[src/hdl/csdb_pkg.sv]
// Package: register map, field layouts and bus response codes of the clock select bank
package csdb_pkg;

  localparam int CSDB_AW   = 12;
  localparam int CSDB_DW   = 32;
  localparam int CSDB_HW   = 16;
  localparam int CSDB_NREG = 11;

  localparam logic [1:0] CSDB_RESP_OKAY   = 2'h0;
  localparam logic [1:0] CSDB_RESP_SLVERR = 2'h2;

  // Register indices into the bank
  localparam int CSDB_I_SERIAL = 0;
  localparam int CSDB_I_CAMMEM = 1;
  localparam int CSDB_I_DISP0  = 2;
  localparam int CSDB_I_DPAHB  = 3;
  localparam int CSDB_I_DISP1  = 4;
  localparam int CSDB_I_ROT    = 5;
  localparam int CSDB_I_VAXI   = 6;
  localparam int CSDB_I_CODEC  = 7;
  localparam int CSDB_I_APB    = 8;
  localparam int CSDB_I_SDGPU  = 9;
  localparam int CSDB_I_TS     = 10;

  // Byte offsets: serial_port_clock_select, camera_crypto_memclk_select .. transport
  localparam logic [CSDB_AW-1:0] CSDB_OFF [CSDB_NREG] = '{
    12'h0C4, 12'h0C8, 12'h0CC, 12'h0D0, 12'h0D4, 12'h0D8,
    12'h0DC, 12'h0E0, 12'h0E4, 12'h0E8, 12'h0EC};

  // Bits that software may change; all others are reserved and read zero
  localparam logic [CSDB_HW-1:0] CSDB_RW [CSDB_NREG] = '{
    16'hFFFF, 16'hBFC7, 16'hFF03, 16'h9FFF, 16'hFFDF, 16'hDFDF,
    16'hDFDF, 16'hDFDF, 16'h1F1F, 16'hFFDF, 16'hDFDF};

  localparam logic [CSDB_HW-1:0] CSDB_RST [CSDB_NREG] = '{
    16'h0707, 16'h0EC0, 16'h0700, 16'h0F03, 16'h0742, 16'h0000,
    16'h0000, 16'h0101, 16'h0303, 16'h8000, 16'h0303};

  typedef struct packed {
    logic       serial_port1_source;
    logic [6:0] serial_port1_divider;
    logic       serial_port0_source;
    logic [6:0] serial_port0_divider;
  } csdb_serial_t;

  typedef struct packed {
    logic       cam_out_ref24;
    logic       rsvd14;
    logic [4:0] cam_divider;
    logic       cam_source;
    logic [1:0] crypto_divider;
    logic [2:0] rsvd5_3;
    logic       mem_source;
    logic [1:0] mem_phy_ratio;
  } csdb_cammem_t;

  typedef struct packed {
    logic [7:0] display0_divider;
    logic [5:0] rsvd7_2;
    logic [1:0] display0_source;
  } csdb_disp0_t;

  typedef struct packed {
    logic       displayport_ref_choice;
    logic [1:0] rsvd14_13;
    logic [4:0] video_ahb_divider;
    logic [1:0] dp_source;
    logic [5:0] dp_divider;
  } csdb_dpahb_t;

  typedef struct packed {
    logic [7:0] display1_divider;
    logic [1:0] display1_source;
    logic       rsvd5;
    logic       cam_in_invert;
    logic       isp_in_invert;
    logic       spare2;
    logic [1:0] spare1_0;
  } csdb_disp1_t;

  // Shared layout: two sources at 15:14 and 7:6, two dividers at 12:8 and 4:0
  typedef struct packed {
    logic [1:0] hi_source;
    logic       rsvd13;
    logic [4:0] hi_divider;
    logic [1:0] lo_source;
    logic       rsvd5;
    logic [4:0] lo_divider;
  } csdb_pair_t;

  typedef struct packed {
    logic [2:0] rsvd15_13;
    logic [4:0] alive_divider;
    logic [2:0] rsvd7_5;
    logic [4:0] power_divider;
  } csdb_apb_t;

  typedef struct packed {
    logic [1:0] second_card_source;
    logic [5:0] second_card_divider;
    logic [1:0] gpu_source;
    logic       rsvd5;
    logic [4:0] gpu_divider;
  } csdb_sdgpu_t;

  typedef struct packed {
    csdb_serial_t serial;
    csdb_cammem_t cammem;
    csdb_disp0_t  disp0;
    csdb_dpahb_t  dpahb;
    csdb_disp1_t  disp1;
    csdb_pair_t   rotation;
    csdb_pair_t   video_axi;
    csdb_pair_t   codec_axi;
    csdb_apb_t    apb;
    csdb_sdgpu_t  sdgpu;
    csdb_pair_t   tstream;
  } csdb_cfg_t;

endpackage

[src/hdl/csdb_mreg.sv]
// Masked-write 16-bit configuration register with reserved bits held at zero
`timescale 1ns/1ps
module csdb_mreg
  import csdb_pkg::*;
#(
  parameter logic [CSDB_HW-1:0] RW_BITS = 16'hFFFF,
  parameter logic [CSDB_HW-1:0] RST_VAL = 16'h0000
)(
  input  wire logic               core_clk,
  input  wire logic               nrst,
  input  wire logic               wr_en,
  input  wire logic [CSDB_HW-1:0] wr_data,
  input  wire logic [CSDB_HW-1:0] wr_mask,
  output logic      [CSDB_HW-1:0] val_q
);

  logic [CSDB_HW-1:0] bit_en;
  logic [CSDB_HW-1:0] val_d;

  // Reserved bits never open, whatever the mask says
  assign bit_en = wr_mask & RW_BITS;
  assign val_d  = (val_q & ~bit_en) | (wr_data & bit_en);

  always_ff @(posedge core_clk or negedge nrst)
  begin
    if (!nrst)
      val_q <= RST_VAL & RW_BITS;
    else if (wr_en)
      val_q <= val_d;
  end

endmodule // csdb_mreg

[src/hdl/csdb_bank.sv]
// Clock source select and divider register bank behind an AXI4-Lite slave
//
// Design decision made here: the AXI4-Lite interface to the registers.
`timescale 1ns/1ps
module csdb_bank
  import csdb_pkg::*;
(
  input  wire logic               core_clk,
  input  wire logic               nrst,
  input  wire logic [CSDB_AW-1:0] s_axi_awaddr,
  input  wire logic [2:0]         s_axi_awprot,
  input  wire logic               s_axi_awvalid,
  output logic                    s_axi_awready,
  input  wire logic [CSDB_DW-1:0] s_axi_wdata,
  input  wire logic [3:0]         s_axi_wstrb,
  input  wire logic               s_axi_wvalid,
  output logic                    s_axi_wready,
  output logic [1:0]              s_axi_bresp,
  output logic                    s_axi_bvalid,
  input  wire logic               s_axi_bready,
  input  wire logic [CSDB_AW-1:0] s_axi_araddr,
  input  wire logic [2:0]         s_axi_arprot,
  input  wire logic               s_axi_arvalid,
  output logic                    s_axi_arready,
  output logic [CSDB_DW-1:0]      s_axi_rdata,
  output logic [1:0]              s_axi_rresp,
  output logic                    s_axi_rvalid,
  input  wire logic               s_axi_rready,
  output csdb_cfg_t               clk_cfg
);

  typedef enum logic [1:0] {
    CSDB_WR_COLLECT = 2'b01,
    CSDB_WR_RESP    = 2'b10
  } csdb_wr_state_t;

  typedef enum logic [1:0] {
    CSDB_RD_IDLE = 2'b01,
    CSDB_RD_DATA = 2'b10
  } csdb_rd_state_t;

  // One-hot select of the register at a byte address; hit low means unmapped
  function automatic logic [CSDB_NREG-1:0] csdb_hit(input logic [CSDB_AW-1:0] addr);
    logic [CSDB_NREG-1:0] sel;
    sel = '0;
    for (int i = 0; i < CSDB_NREG; i++)
      sel[i] = (addr == CSDB_OFF[i]);
    return sel;
  endfunction

  // Byte strobes gate both the data lanes and the matching mask lanes
  function automatic logic [CSDB_HW-1:0] csdb_lane(input logic [1:0] strb);
    return {{8{strb[1]}}, {8{strb[0]}}};
  endfunction

  csdb_wr_state_t       wr_state_q;
  csdb_wr_state_t       wr_state_d;
  csdb_rd_state_t       rd_state_q;
  csdb_rd_state_t       rd_state_d;

  logic                 aw_have_q;
  logic                 aw_have_d;
  logic                 w_have_q;
  logic                 w_have_d;
  logic [CSDB_AW-1:0]   aw_addr_q;
  logic [CSDB_DW-1:0]   w_data_q;
  logic [3:0]           w_strb_q;
  logic                 awready_q;
  logic                 awready_d;
  logic                 wready_q;
  logic                 wready_d;
  logic                 bvalid_q;
  logic [1:0]           bresp_q;
  logic                 arready_q;
  logic                 rvalid_q;
  logic [CSDB_DW-1:0]   rdata_q;
  logic [1:0]           rresp_q;

  logic                 aw_take;
  logic                 w_take;
  logic                 ar_take;
  logic                 wr_go;
  logic [CSDB_NREG-1:0] wr_sel;
  logic [CSDB_NREG-1:0] rd_sel;
  logic                 wr_hit;
  logic                 rd_hit;
  logic [CSDB_HW-1:0]   wr_mask;
  logic [CSDB_HW-1:0]   wr_lo;
  logic [CSDB_HW-1:0]   rd_word;
  logic [CSDB_HW-1:0]   reg_q [CSDB_NREG];

  assign aw_take = s_axi_awvalid & awready_q;
  assign w_take  = s_axi_wvalid & wready_q;
  assign ar_take = s_axi_arvalid & arready_q;

  // Address and data may arrive in either order; write once both are held
  assign wr_go   = aw_have_q & w_have_q;

  assign aw_have_d = (aw_have_q | aw_take) & ~wr_go;
  assign w_have_d  = (w_have_q | w_take) & ~wr_go;

  // Stay closed while a response is pending so only one write is in flight
  assign awready_d = ~aw_have_d & (wr_state_d == CSDB_WR_COLLECT);
  assign wready_d  = ~w_have_d & (wr_state_d == CSDB_WR_COLLECT);

  assign wr_sel  = csdb_hit(aw_addr_q);
  assign wr_hit  = |wr_sel;
  assign wr_lo   = w_data_q[CSDB_HW-1:0] & csdb_lane(w_strb_q[1:0]);
  assign wr_mask = w_data_q[CSDB_DW-1:CSDB_HW] & csdb_lane(w_strb_q[3:2])
                   & csdb_lane(w_strb_q[1:0]);

  assign rd_sel = csdb_hit(s_axi_araddr);
  assign rd_hit = |rd_sel;

  always_comb
  begin
    rd_word = '0;
    for (int i = 0; i < CSDB_NREG; i++)
      if (rd_sel[i])
        rd_word = reg_q[i];
  end

  always_comb
  begin
    wr_state_d = wr_state_q;
    unique case (wr_state_q)
      CSDB_WR_COLLECT:
        if (wr_go)
          wr_state_d = CSDB_WR_RESP;
      CSDB_WR_RESP:
        if (s_axi_bready)
          wr_state_d = CSDB_WR_COLLECT;
      default:
        wr_state_d = CSDB_WR_COLLECT;
    endcase
  end

  always_comb
  begin
    rd_state_d = rd_state_q;
    unique case (rd_state_q)
      CSDB_RD_IDLE:
        if (ar_take)
          rd_state_d = CSDB_RD_DATA;
      CSDB_RD_DATA:
        if (s_axi_rready)
          rd_state_d = CSDB_RD_IDLE;
      default:
        rd_state_d = CSDB_RD_IDLE;
    endcase
  end

  always_ff @(posedge core_clk or negedge nrst)
  begin
    if (!nrst)
    begin
      wr_state_q <= CSDB_WR_COLLECT;
      aw_have_q  <= 1'b0;
      w_have_q   <= 1'b0;
      awready_q  <= 1'b0;
      wready_q   <= 1'b0;
    end
    else
    begin
      wr_state_q <= wr_state_d;
      aw_have_q  <= aw_have_d;
      w_have_q   <= w_have_d;
      awready_q  <= awready_d;
      wready_q   <= wready_d;
    end
  end

  always_ff @(posedge core_clk or negedge nrst)
  begin
    if (!nrst)
      aw_addr_q <= '0;
    else if (aw_take)
      aw_addr_q <= s_axi_awaddr;
  end

  always_ff @(posedge core_clk or negedge nrst)
  begin
    if (!nrst)
    begin
      w_data_q <= '0;
      w_strb_q <= '0;
    end
    else if (w_take)
    begin
      w_data_q <= s_axi_wdata;
      w_strb_q <= s_axi_wstrb;
    end
  end

  // Unmapped writes are dropped and answered with a slave error
  always_ff @(posedge core_clk or negedge nrst)
  begin
    if (!nrst)
    begin
      bvalid_q <= 1'b0;
      bresp_q  <= CSDB_RESP_OKAY;
    end
    else if (wr_go)
    begin
      bvalid_q <= 1'b1;
      bresp_q  <= wr_hit ? CSDB_RESP_OKAY : CSDB_RESP_SLVERR;
    end
    else if (s_axi_bready)
      bvalid_q <= 1'b0;
  end

  // Mask half is write-only and returns zero on reads
  always_ff @(posedge core_clk or negedge nrst)
  begin
    if (!nrst)
    begin
      rd_state_q <= CSDB_RD_IDLE;
      arready_q  <= 1'b0;
      rvalid_q   <= 1'b0;
      rdata_q    <= '0;
      rresp_q    <= CSDB_RESP_OKAY;
    end
    else
    begin
      rd_state_q <= rd_state_d;
      arready_q  <= (rd_state_d == CSDB_RD_IDLE);
      rvalid_q   <= (rd_state_d == CSDB_RD_DATA);
      if (ar_take)
      begin
        rdata_q <= {{CSDB_HW{1'b0}}, rd_word};
        rresp_q <= rd_hit ? CSDB_RESP_OKAY : CSDB_RESP_SLVERR;
      end
    end
  end

  for (genvar g = 0; g < CSDB_NREG; g++)
  begin : g_reg
    csdb_mreg #(
      .RW_BITS (CSDB_RW[g]),
      .RST_VAL (CSDB_RST[g])
    ) u_reg (
      .core_clk (core_clk),
      .nrst     (nrst),
      .wr_en    (wr_go & wr_sel[g]),
      .wr_data  (wr_lo),
      .wr_mask  (wr_mask),
      .val_q    (reg_q[g])
    );
  end

  // Field views straight off the register flops; drive the clock muxes
  assign clk_cfg.serial    = csdb_serial_t'(reg_q[CSDB_I_SERIAL]);
  assign clk_cfg.cammem    = csdb_cammem_t'(reg_q[CSDB_I_CAMMEM]);
  assign clk_cfg.disp0     = csdb_disp0_t'(reg_q[CSDB_I_DISP0]);
  assign clk_cfg.dpahb     = csdb_dpahb_t'(reg_q[CSDB_I_DPAHB]);
  assign clk_cfg.disp1     = csdb_disp1_t'(reg_q[CSDB_I_DISP1]);
  assign clk_cfg.rotation  = csdb_pair_t'(reg_q[CSDB_I_ROT]);
  assign clk_cfg.video_axi = csdb_pair_t'(reg_q[CSDB_I_VAXI]);
  assign clk_cfg.codec_axi = csdb_pair_t'(reg_q[CSDB_I_CODEC]);
  assign clk_cfg.apb       = csdb_apb_t'(reg_q[CSDB_I_APB]);
  assign clk_cfg.sdgpu     = csdb_sdgpu_t'(reg_q[CSDB_I_SDGPU]);
  assign clk_cfg.tstream   = csdb_pair_t'(reg_q[CSDB_I_TS]);

  assign s_axi_awready = awready_q;
  assign s_axi_wready  = wready_q;
  assign s_axi_bvalid  = bvalid_q;
  assign s_axi_bresp   = bresp_q;
  assign s_axi_arready = arready_q;
  assign s_axi_rvalid  = rvalid_q;
  assign s_axi_rdata   = rdata_q;
  assign s_axi_rresp   = rresp_q;

endmodule // csdb_bank

[config.mk]
export PLATFORM = sky130hd
export DESIGN_NAME = csdb_bank
export DESIGN_NICKNAME = d
export VERILOG_FILES = /design/src/hdl/csdb_pkg.sv /design/src/hdl/csdb_mreg.sv /design/src/hdl/csdb_bank.sv
export SDC_FILE = /design/constraint.sdc
export NUM_CORES = 1
export LEC_CHECK = 0
export BUFFER_PORTS_ARGS = -buffer_cell sky130_fd_sc_hd__buf_2
export CAP_MARGIN = 0
export CORE_MARGIN = 4
export CORE_UTILIZATION = 40
export CTS_BUF_LIST = sky130_fd_sc_hd__clkbuf_16
export CTS_CLUSTER_DIAMETER = 40
export DETAILED_ROUTE_END_ITERATION = 8
export GPL_TIMING_DRIVEN = 0
export HOLD_SLACK_MARGIN = 0.1
export PLACE_DENSITY = 0.65
export SLEW_MARGIN = 10
export SYNTH_ARGS = -nofsm -noshare
export SYNTH_HDL_FRONTEND = slang
export SYNTH_SLANG_ARGS = --single-unit
[constraint.sdc]
create_clock -name core_clk -period 1.9 [get_ports core_clk]
set_input_delay 0.095 -clock core_clk [delete_from_list [all_inputs] [get_ports core_clk]]
set_output_delay 0.095 -clock core_clk [all_outputs]
set_load 0.005 [all_outputs]
==> results.json, run 1 <==
{
  "start_util": 0.411,
  "cp.required_ns": 2.28,
  "skew_ns": 0.0300,
  "crit_path_end_kind": "flop",
  "violations": "setup timing",
  "nets": 1613,
  "synth.avg_cell_area_sq_um": 10.3,
  "worst_slew_pin_slew_ns": 1.08,
  "max_slew_margin": 0.279,
  "yosysTopAreaCell": "dfrtp_1",
  "synth_area_leaders": "dfrtp_1, mux2_2, dfstp_2",
  "max-cap-violations": 0,
  "grt_max_degree": 84,
  "drc": 0,
  "synthFlopType": "dfrtp_1",
  "fin_hold_ws_ns": 0.130,
  "synth_edf_count": 0,
  "ant_nets": 0,
  "r2r_slack_ns": -0.28,
  "overflow": 0,
  "rr_worst_depth": 8,
  "cts_buffer_depth": 3,
  "clock-root-buffer": "clkbuf_16",
  "dpl.hpwl_mm": 32.5,
  "core_sq_um": 28200,
  "timing.rr.start": "aw_addr_q[10]$_DFFE_PN0P_",
  "cts-buffers-inserted": 38,
  "hold_path.class": "in -> async",
  "drtPass1Iterations": 5,
  "rsz0062_at_grt": "true",
  "fp-row-count": 61,
  "cp_max_fo": 10,
  "die_area_sq_um": 31700,
  "vdd_drop_max_v": 0.000947,
  "p_total_mw": 17.6,
  "avgRoutedWirePerCell_microns": 23.5,
  "place.gp.congestion": 0.953,
  "start_kind": "flop",
  "power_leakage_nw": 7.85,
  "cts.sinks": 225,
  "synth_common_cells": "nand2_1, dfrtp_1, mux2_2, nor2_1, o21ai_0",
  "fin_ws_ns": -0.284,
  "netlist_instances": 1125,
  "grt_pass1_vias": 10300,
  "io_pins": 290,
  "via_count": 10800,
  "setup_viol": 150,
  "clkLatencyLatePin_ns": 0.52,
  "grtUsageTotal": 0.272,
  "period_minus_slack_ns": 2.18,
  "synth_seq_cells": 225,
  "synth_area_sq_um": 11600,
  "synth_top_area_frac": 0.405,
  "yosys_warnings": 0,
  "clk_pin_slew_worst_paths_ns": 0.05,
  "synth.most_common_cell": "nand2_1",
  "antenna_found_initial": 1,
  "hold_viol": 0,
  "drt_iter0_markers": 1091,
  "cts_tree": "yes",
  "wl_mm": 45.6,
  "status": "complete, but fails checks",
  "viasPerCell": 5.57,
  "fmax_mhz": 458,
  "finalCritPeriodShare": 1.15,
  "slew_violations": 0,
  "crit_type": "reg -> reg",
  "htreeDepth": 2,
  "die_x_microns": 178,
  "die_y_microns": 178,
  "grt_pass1_wl_mm": 64.9,
  "syn_to_final_growth_pct": 42.8,
  "drive_gt1_frac": 0.456,
  "p_per_area_nw_per_um2": 1070,
  "io_buffers": 236,
  "synthArstFlopShare": 1.00,
  "crit_arrival_ns": 2.56,
  "ys_seq_area_frac": 0.491,
  "yosysUniqueCellTypes": 67
}
## placed cells by master, fill, tap and decap left out, types with 8 or more instances in the layout
master and count:
buf_2 242, nor2_1 51, inv_1 16, buf_6 20
dfstp_2 38, mux2i_1 11, nand2_1 190, o21ai_0 26
a21oi_1 48, nor3_1 16, nand3_1 12, and3_1 14
a2bb2oi_1 9, o31ai_2 17, conb_1 46, mux2_4 15
o21ai_2 22, dfrtp_1 187, buf_8 11, buf_4 54
clkbuf_1 39, mux2_2 153, clkbuf_16 43, nor2_4 15
and2_1 17, o22ai_1 8, dlygate4sd3_1 55
## per-layer routing
layer  GRT usage  vias to the layer above  part of all wire
li1            -                     4759                 -
met1       0.360                     5369              0.39
met2       0.451                      607              0.48
met3      0.0642                       89             0.097
met4      0.0683                        2             0.028
met5           0                        -           0.00044
## per-stage QoR
| stage | instance area, sq um | setup slack [ns] | TNS [ns] | std cells | utilization |
|---|---|---|---|---|---|
| floorplan | 11700 | -0.0231 | -0.0725 | 1170 | - |
| global placement | 13400 | -3.29 | -765.51 | 1784 | 0.475 |
| detailed placement | 13500 | -0.977 | -88.41 | 1786 | 0.478 |
| CTS | 15900 | -0.251 | -16.67 | 1929 | 0.566 |
| global route | 16500 | -0.338 | -33.83 | 1943 | 0.586 |
| finish | 16500 | -0.284 | -23.65 | 1944 | 0.586 |
## worst max-delay path: stages, from the launching register on
cell and delay [ns]:
dfrtp_1 0.40, nor4_4 0.31, and3_4 0.25, nand4b_1 0.12
buf_6 0.17, nor2_4 0.22, clkbuf_16 0.23, nand2_1 0.06
mux2_2 0.29
## power breakdown
| part | leakage (nW) | switching, mW | internal [mW] |
|---|---|---|---|
| Sequential | 2.87 | 0.750 | 5.59 |
| Clock | 0.647 | 2.49 | 4.46 |
| Combinational | 4.33 | 2.74 | 1.57 |
| Total | 7.85 | 5.98 | 11.6 |
## worst max-delay path by stage
stage / from / end / slack (ns) / cells past startpoint
floorplan: aw_addr_q[9]$_DFFE_PN0P_ / flop / -0.02 / 8
global placement: nrst / asynchronous set/reset pin / -3.29 / 1
detailed placement: s_axi_araddr[9] / s_axi_rdata[10]$_DFFE_PN0P_ / -0.98 / 7
CTS: aw_addr_q[9]$_DFFE_PN0P_ / flop / -0.25 / 7
global route: aw_addr_q[10]$_DFFE_PN0P_ / flop / -0.34 / 8
finish: aw_addr_q[10]$_DFFE_PN0P_ / flop / -0.28 / 8
## cell type report
type	instances	area [sq um]
inverter	12	45.0
antenna	1	2.50
fill	2393	11600
multi-input combinational	818	6010
sequential	225	5680
tap	378	473
clock inverter	30	312
clock buffer	39	976
buffer	114	802
timing repair buffer	327	2220
## what timing repair did
item,CTS,global route
cloned,3,3
pin swaps,12,11
resized for setup,128,120
hold endpoints to repair,176,0
endpoints found under the setup margin,161,167
setup buffers,18,12
hold buffers,55,0
## cells by family after synthesis
kind of cell | Yosys count | share of synthesized area
other | 1 | 0.000324
AOI/OAI and AO/OA | 206 | 0.117
muxes | 179 | 0.173
xor gates and xnor gates | 1 | 0.000758
and+or+nand+nor | 381 | 0.154
adders and majority gates | 4 | 0.00433
buffers and inverters | 128 | 0.0590
DFF | 225 | 0.491
No activity file was read; power rests on OpenSTA's default activity.
==> inputs of run 2 (changes only) <==
--- a/config.mk
+++ b/config.mk
@@ -14,8 +14,8 @@
 export DETAILED_ROUTE_END_ITERATION = 8
 export GPL_TIMING_DRIVEN = 0
 export HOLD_SLACK_MARGIN = 0.1
-export PLACE_DENSITY = 0.65
 export SLEW_MARGIN = 10
 export SYNTH_ARGS = -nofsm -noshare
 export SYNTH_HDL_FRONTEND = slang
+export SYNTH_HIERARCHICAL = 1
 export SYNTH_SLANG_ARGS = --single-unit
==> run 2 against run 1 <==
Net effect:
- the run still ends with setup timing left
- sequential share of layout area up 0.70 points
- worst setup slack better by 0.080 ns
- synthesized area up 4.7%
- first-iteration DRC count down 25%
- critical path type unchanged
- largest cell class unchanged
==> results.json, run 2 <==
{
  "cp.required_ns": 2.34,
  "synth_top_area_frac": 0.387,
  "synth_area_leaders": "dfrtp_1, mux2_4, mux2_2",
  "layout_common_cells": "buf_2, dfrtp_1, nand2_1",
  "placed_area_sq_um": 14000,
  "clkLatencyLatePin_ns": 0.52,
  "drt_iter0_markers": 814,
  "clock-root-buffer": "clkbuf_16",
  "cts.sinks": 225,
  "cts-buffers-inserted": 39,
  "design_area_sq_um": 16200,
  "layout_commonest_cell": "buf_2",
  "synth_area_sq_um": 12100,
  "yosys_warnings": 6,
  "start_kind": "flop",
  "setup_viol": 139,
  "fin_cells": 1891,
  "r2r_slack_ns": -0.20,
  "max_slew_margin": 0.515,
  "crit_arrival_ns": 2.54,
  "io_pins": 290,
  "max-cap-violations": 0,
  "clk_pin_slew_worst_paths_ns": 0.05,
  "yosysUniqueCellTypes": 64,
  "cts_buffer_depth": 3,
  "die_x_microns": 182,
  "cp_max_fo": 5,
  "avgRoutedWirePerCell_microns": 22.3,
  "crit_chain": "nor4_1 -> nand2_1 -> inv_2 -> nand3b_1 -> buf_6 -> nor2_4 -> buf_4 -> nand2_1 -> mux2_4",
  "skew_ns": 0.0205,
  "ant_nets": 0,
  "hold_path.class": "in -> async",
  "drive_gt1_frac": 0.459,
  "place_ws_ns": -0.807,
  "cts_tree": "yes",
  "critical_path.most_common_cell": "nand2_1",
  "p_per_area_nw_per_um2": 998,
  "hold_viol": 0,
  "crit_slowest_cell": "dfrtp_1",
  "io_buffers": 236,
  "dpl.hpwl_mm": 31.0,
  "synth.avg_cell_area_sq_um": 11.2,
  "crit_path_end_kind": "flop",
  "die_area_sq_um": 33100,
  "drtPass1Iterations": 5,
  "drc": 0,
  "viasPerCell": 5.27,
  "rsz0062_at_grt": "true",
  "grt_max_degree": 104,
  "synthFlopType": "dfrtp_1",
  "synth_seq_cells": 225,
  "fp-row-count": 63,
  "utilization": 0.545,
  "crit_type": "reg -> reg",
  "nets": 1545,
  "vdd_drop_max_v": 0.000726,
  "wl_mm": 42.3,
  "finalCritPeriodShare": 1.11,
  "ys_seq_area_frac": 0.469,
  "period_minus_slack_ns": 2.10,
  "synth_common_cells": "dfrtp_1, nand2_1, mux2_4, mux2_2, buf_4",
  "max_stage_delay_ns": 0.37,
  "via_count": 9971,
  "power_leakage_nw": 8.10,
  "fmax_mhz": 475,
  "place_inst": 1739,
  "fin_ws_ns": -0.204,
  "netlist_instances": 1076,
  "grtUsageTotal": 0.247,
  "htreeDepth": 2,
  "syn_to_final_growth_pct": 33.7,
  "antenna_found_initial": 6,
  "synth.most_common_cell": "dfrtp_1",
  "start_util": 0.407,
  "core_sq_um": 29700,
  "synth_edf_count": 0,
  "yosysTopAreaCell": "dfrtp_1",
  "grt_pass1_wl_mm": 63.2,
  "overflow": 0,
  "place.gp.congestion": 0.875,
  "status": "complete, but fails checks",
  "violations": "setup timing",
  "synthArstFlopShare": 1.00,
  "grt_pass1_vias": 10000,
  "die_y_microns": 182,
  "slew_violations": 0,
  "p_total_mw": 16.1,
  "worst_slew_pin_slew_ns": 0.728
}
[run 2: final timing paths]
check / from / endpoint / cells after the start
max: aw_addr_q[9]$_DFFE_PN0P_ / flop / 9
min: nrst / wr_state_q[0]$_DFF_PN1_ / 2
max reg2reg: aw_addr_q[9]$_DFFE_PN0P_ / flop / 9
min reg2reg: w_data_q[11]$_DFFE_PN0P_ / w_data_q[11]$_DFFE_PN0P_ / 1
max in group asynchronous: nrst / rd_state_q[0]$_DFF_PN1_ / 4
min in group core_clk: s_axi_araddr[4] / s_axi_rdata[7]$_DFFE_PN0P_ / 5
[run 2: kinds of logic (layout without fill, tap and decap cells)]
group / count (synthesis) / count (layout) / share of synthesized area
simple gates: 334 / 334 / 0.132
buf+inv: 106 / 491 / 0.0583
compound gates: 178 / 178 / 0.0968
other cells: 11 / 51 / 0.00341
flops: 225 / 225 / 0.469
mux: 218 / 218 / 0.236
fa+ha+maj: 4 / 4 / 0.00414
[run 2: area by class of cell]
class	count	area, sq um
fillers	2662	13500
multi-input cells	780	6030
flip-flops and latches	225	5680
repair buffers	316	2060
clock buffers	39	976
plain buffers	97	694
well taps	390	488
clock inverters	30	214
inverters	9	33.8
diodes	5	12.5
[run 2: through the flow]
step | setup TNS [ns] | hold slack (ns)
2_1_floorplan | -1.32 | -0.201
3_3_place_gp | -734.73 | 0.325
3_5_place_dp | -44.07 | -0.00138
4_1_cts | -6.04 | 0.147
5_1_grt | -26.51 | 0.146
6_report | -14.78 | 0.155
[run 2: layer usage]
metal	part of all wire	wire length, microns	GRT usage
met5	0.00038	16	0
met1	0.43	18000	0.334
met3	0.078	3320	0.0613
met2	0.47	19800	0.396
met4	0.028	1170	0.0699
[run 2: timing repair]
item | 4_1_cts | 5_1_grt
cloned | 3 | 1
setup endpoints to repair | 122 | 150
buffers inserted | 17 | 1
hold buffers | 56 | 0
resized for setup | 40 | 25
hold endpoints to repair | 162 | 0
pin swaps | 11 | 5
[run 2: power by group]
group | switching, mW | internal [mW]
Combinational | 2.25 | 1.40
Clock | 2.39 | 4.00
Sequential | 0.533 | 5.56
Total | 5.18 | 11.0
[run 2: worst max-delay path, delay by kind of cell, from the launching register on]
kind                   cells  cell delay, ns
buffers and inverters      3            0.48
DFF                        1            0.37
muxes                      1            0.32
and+or+nand+nor            5            0.86
==> inputs of run 3 (changes only) <==
--- a/config.mk
+++ b/config.mk
@@ -12,7 +12,6 @@
 export CTS_BUF_LIST = sky130_fd_sc_hd__clkbuf_16
 export CTS_CLUSTER_DIAMETER = 40
 export DETAILED_ROUTE_END_ITERATION = 8
-export GPL_TIMING_DRIVEN = 0
 export HOLD_SLACK_MARGIN = 0.1
 export SLEW_MARGIN = 10
 export SYNTH_ARGS = -nofsm -noshare
==> run 3 against run 2 <==
Net effect:
- the run still ends with setup timing left
- die area is the same
- global-route usage shrank 1.2 points
- cell count shrank 2.4%
- via count shrank 3.6%
- clock power grew 14%
- combinational power grew 1%
- power grew 5.8%
- worst hold slack lost 0.041 ns
- clock-buffer cell count grew 2
==> results.json, run 3 (synthesis gave the netlist of run 2 again) <==
{
  "crit_path_end_kind": "flop",
  "avgRoutedWirePerCell_microns": 21.4,
  "grtUsageTotal": 0.235,
  "clk_pin_slew_worst_paths_ns": 0.06,
  "layout_commonest_cell": "buf_2",
  "cts_buffer_depth": 3,
  "viasPerCell": 5.21,
  "drt_iter0_markers": 731,
  "layout_common_cells": "buf_2, dfrtp_1, nand2_1",
  "max_slew_margin": 0.615,
  "htreeDepth": 2,
  "wl_mm": 39.5,
  "rsz0062_at_grt": "true",
  "vdd_drop_max_v": 0.000843,
  "fin_ws_ns": -0.0435,
  "period_minus_slack_ns": 1.94,
  "cp.required_ns": 2.29,
  "die_y_microns": 182,
  "worst_slew_pin_slew_ns": 0.577,
  "place_inst": 1711,
  "overflow": 0,
  "antenna_found_initial": 8,
  "hold_path.class": "in -> async",
  "fmax_mhz": 515,
  "io_pins": 290,
  "max-cap-violations": 0,
  "cp_max_fo": 7,
  "drive_gt1_frac": 0.466,
  "grt_pass1_wl_mm": 61.0,
  "r2r_slack_ns": -0.04,
  "nFillCells": 2647,
  "fin_cells": 1846,
  "cp-startpoint": "aw_addr_q[10]$_DFFE_PN0P_",
  "multi_input_area_sq_um": 6030,
  "utilization": 0.543,
  "drc": 0,
  "nets": 1497,
  "dpl.hpwl_mm": 29.4,
  "finalCritPeriodShare": 1.02,
  "io_buffers": 237,
  "skew_ns": 0.0209,
  "place_ws_ns": -0.0823,
  "start_kind": "flop",
  "rr_worst_depth": 7,
  "drtPass1Iterations": 5,
  "die_x_microns": 182,
  "cts_tree": "yes",
  "grt_pass1_vias": 9871,
  "seqCellArea_sq_um": 5680,
  "grt_max_degree": 58,
  "power_leakage_nw": 7.99,
  "cts-buffers-inserted": 39,
  "crit_type": "reg -> reg",
  "place.gp.congestion": 0.923,
  "ant_nets": 0,
  "clock-root-buffer": "clkbuf_16",
  "placed_area_sq_um": 14000,
  "hold_viol": 0,
  "crit_arrival_ns": 2.33,
  "die_area_sq_um": 33100,
  "clkLatencyLatePin_ns": 0.51,
  "violations": "setup timing",
  "setup_viol": 23,
  "via_count": 9612,
  "fp-row-count": 63,
  "syn_to_final_growth_pct": 33.4,
  "status": "complete, but fails checks",
  "core_sq_um": 29700,
  "cts.sinks": 225,
  "design_area_sq_um": 16100,
  "start_util": 0.407,
  "p_total_mw": 17.1,
  "timing.rr.start": "aw_addr_q[10]$_DFFE_PN0P_",
  "slew_violations": 0,
  "p_per_area_nw_per_um2": 1060
}
[run 3: cell count changes in the layout (fill, tap and decap cells not counted), sizes merged]
cell / before / now
clkinvlp: 4 / 6
buf: 337 / 312
diode: 5 / 6
clkbuf: 60 / 41
clkinv: 17 / 11
dlygate4sd3: 55 / 53
inv: 16 / 15
bufinv: 2 / 7
[run 3: how the worst min path moves through the flow]
stage                     from                          end  slack [ns]  cells past startpoint
5_1_grt        s_axi_araddr[3]  s_axi_rdata[15]$_DFFE_PN0P_        0.13                      4
4_1_cts        s_axi_araddr[3]  s_axi_rdata[15]$_DFFE_PN0P_        0.10                      4
6_report                  nrst   asynchronous set/reset pin        0.11                      2
3_5_place_dp              nrst      w_data_q[6]$_DFFE_PN0P_        0.07                      1
3_3_place_gp              nrst      w_data_q[6]$_DFFE_PN0P_        0.07                      1
2_1_floorplan             nrst     aw_addr_q[0]$_DFFE_PN0P_       -0.20                      0
[run 3: cell type report]
cell class / instances / area share
inverters: 9 / 0.00209
diodes: 6 / 0.000930
clock buffers: 41 / 0.0635
repair buffers: 365 / 0.157
flip-flops and latches: 225 / 0.352
clock inverters: 30 / 0.0212
multi-input cells: 780 / 0.373
well taps: 390 / 0.0302
[run 3: routing by layer]
layer	vias up	global-route usage	routed length, microns
met2	367	0.365	18000
met4	6	0.0687	898
li1	4444	-	-
met5	-	0	54
met1	4741	0.326	17300
met3	54	0.0621	3260
[run 3: repair_timing]
action                                 CTS  global route
buffers inserted                         4             0
endpoints found under the hold margin  259             0
cloned                                   2             0
gates resized for setup                 29            37
setup endpoints to repair               76           148
pin swaps                                4             9
hold buffers                            53             0
[run 3: report_power, final]
part | switching, mW | total [mW] | internal (mW)
combinational | 2.20 | 3.69 | 1.49
sequential | 0.558 | 6.12 | 5.56
clock | 2.42 | 7.28 | 4.86
total | 5.18 | 17.1 | 11.9
[run 3: through the flow]
step                      hold slack, ns  setup TNS, ns
after floorplan                   -0.201          -1.32
after global placement            0.0680          -2.33
after detailed placement          0.0718          -1.67
after CTS                          0.101         -0.660
after global routing               0.128         -15.70
final                              0.114         -0.354
[run 3: critical path, cell delays in order, from the launching register on]
cell	delay, ns
dfrtp_1	0.40
nor4_4	0.28
nand2_2	0.13
buf_6	0.15
nor4_4	0.26
buf_6	0.21
nand2_1	0.08
mux2_4	0.31
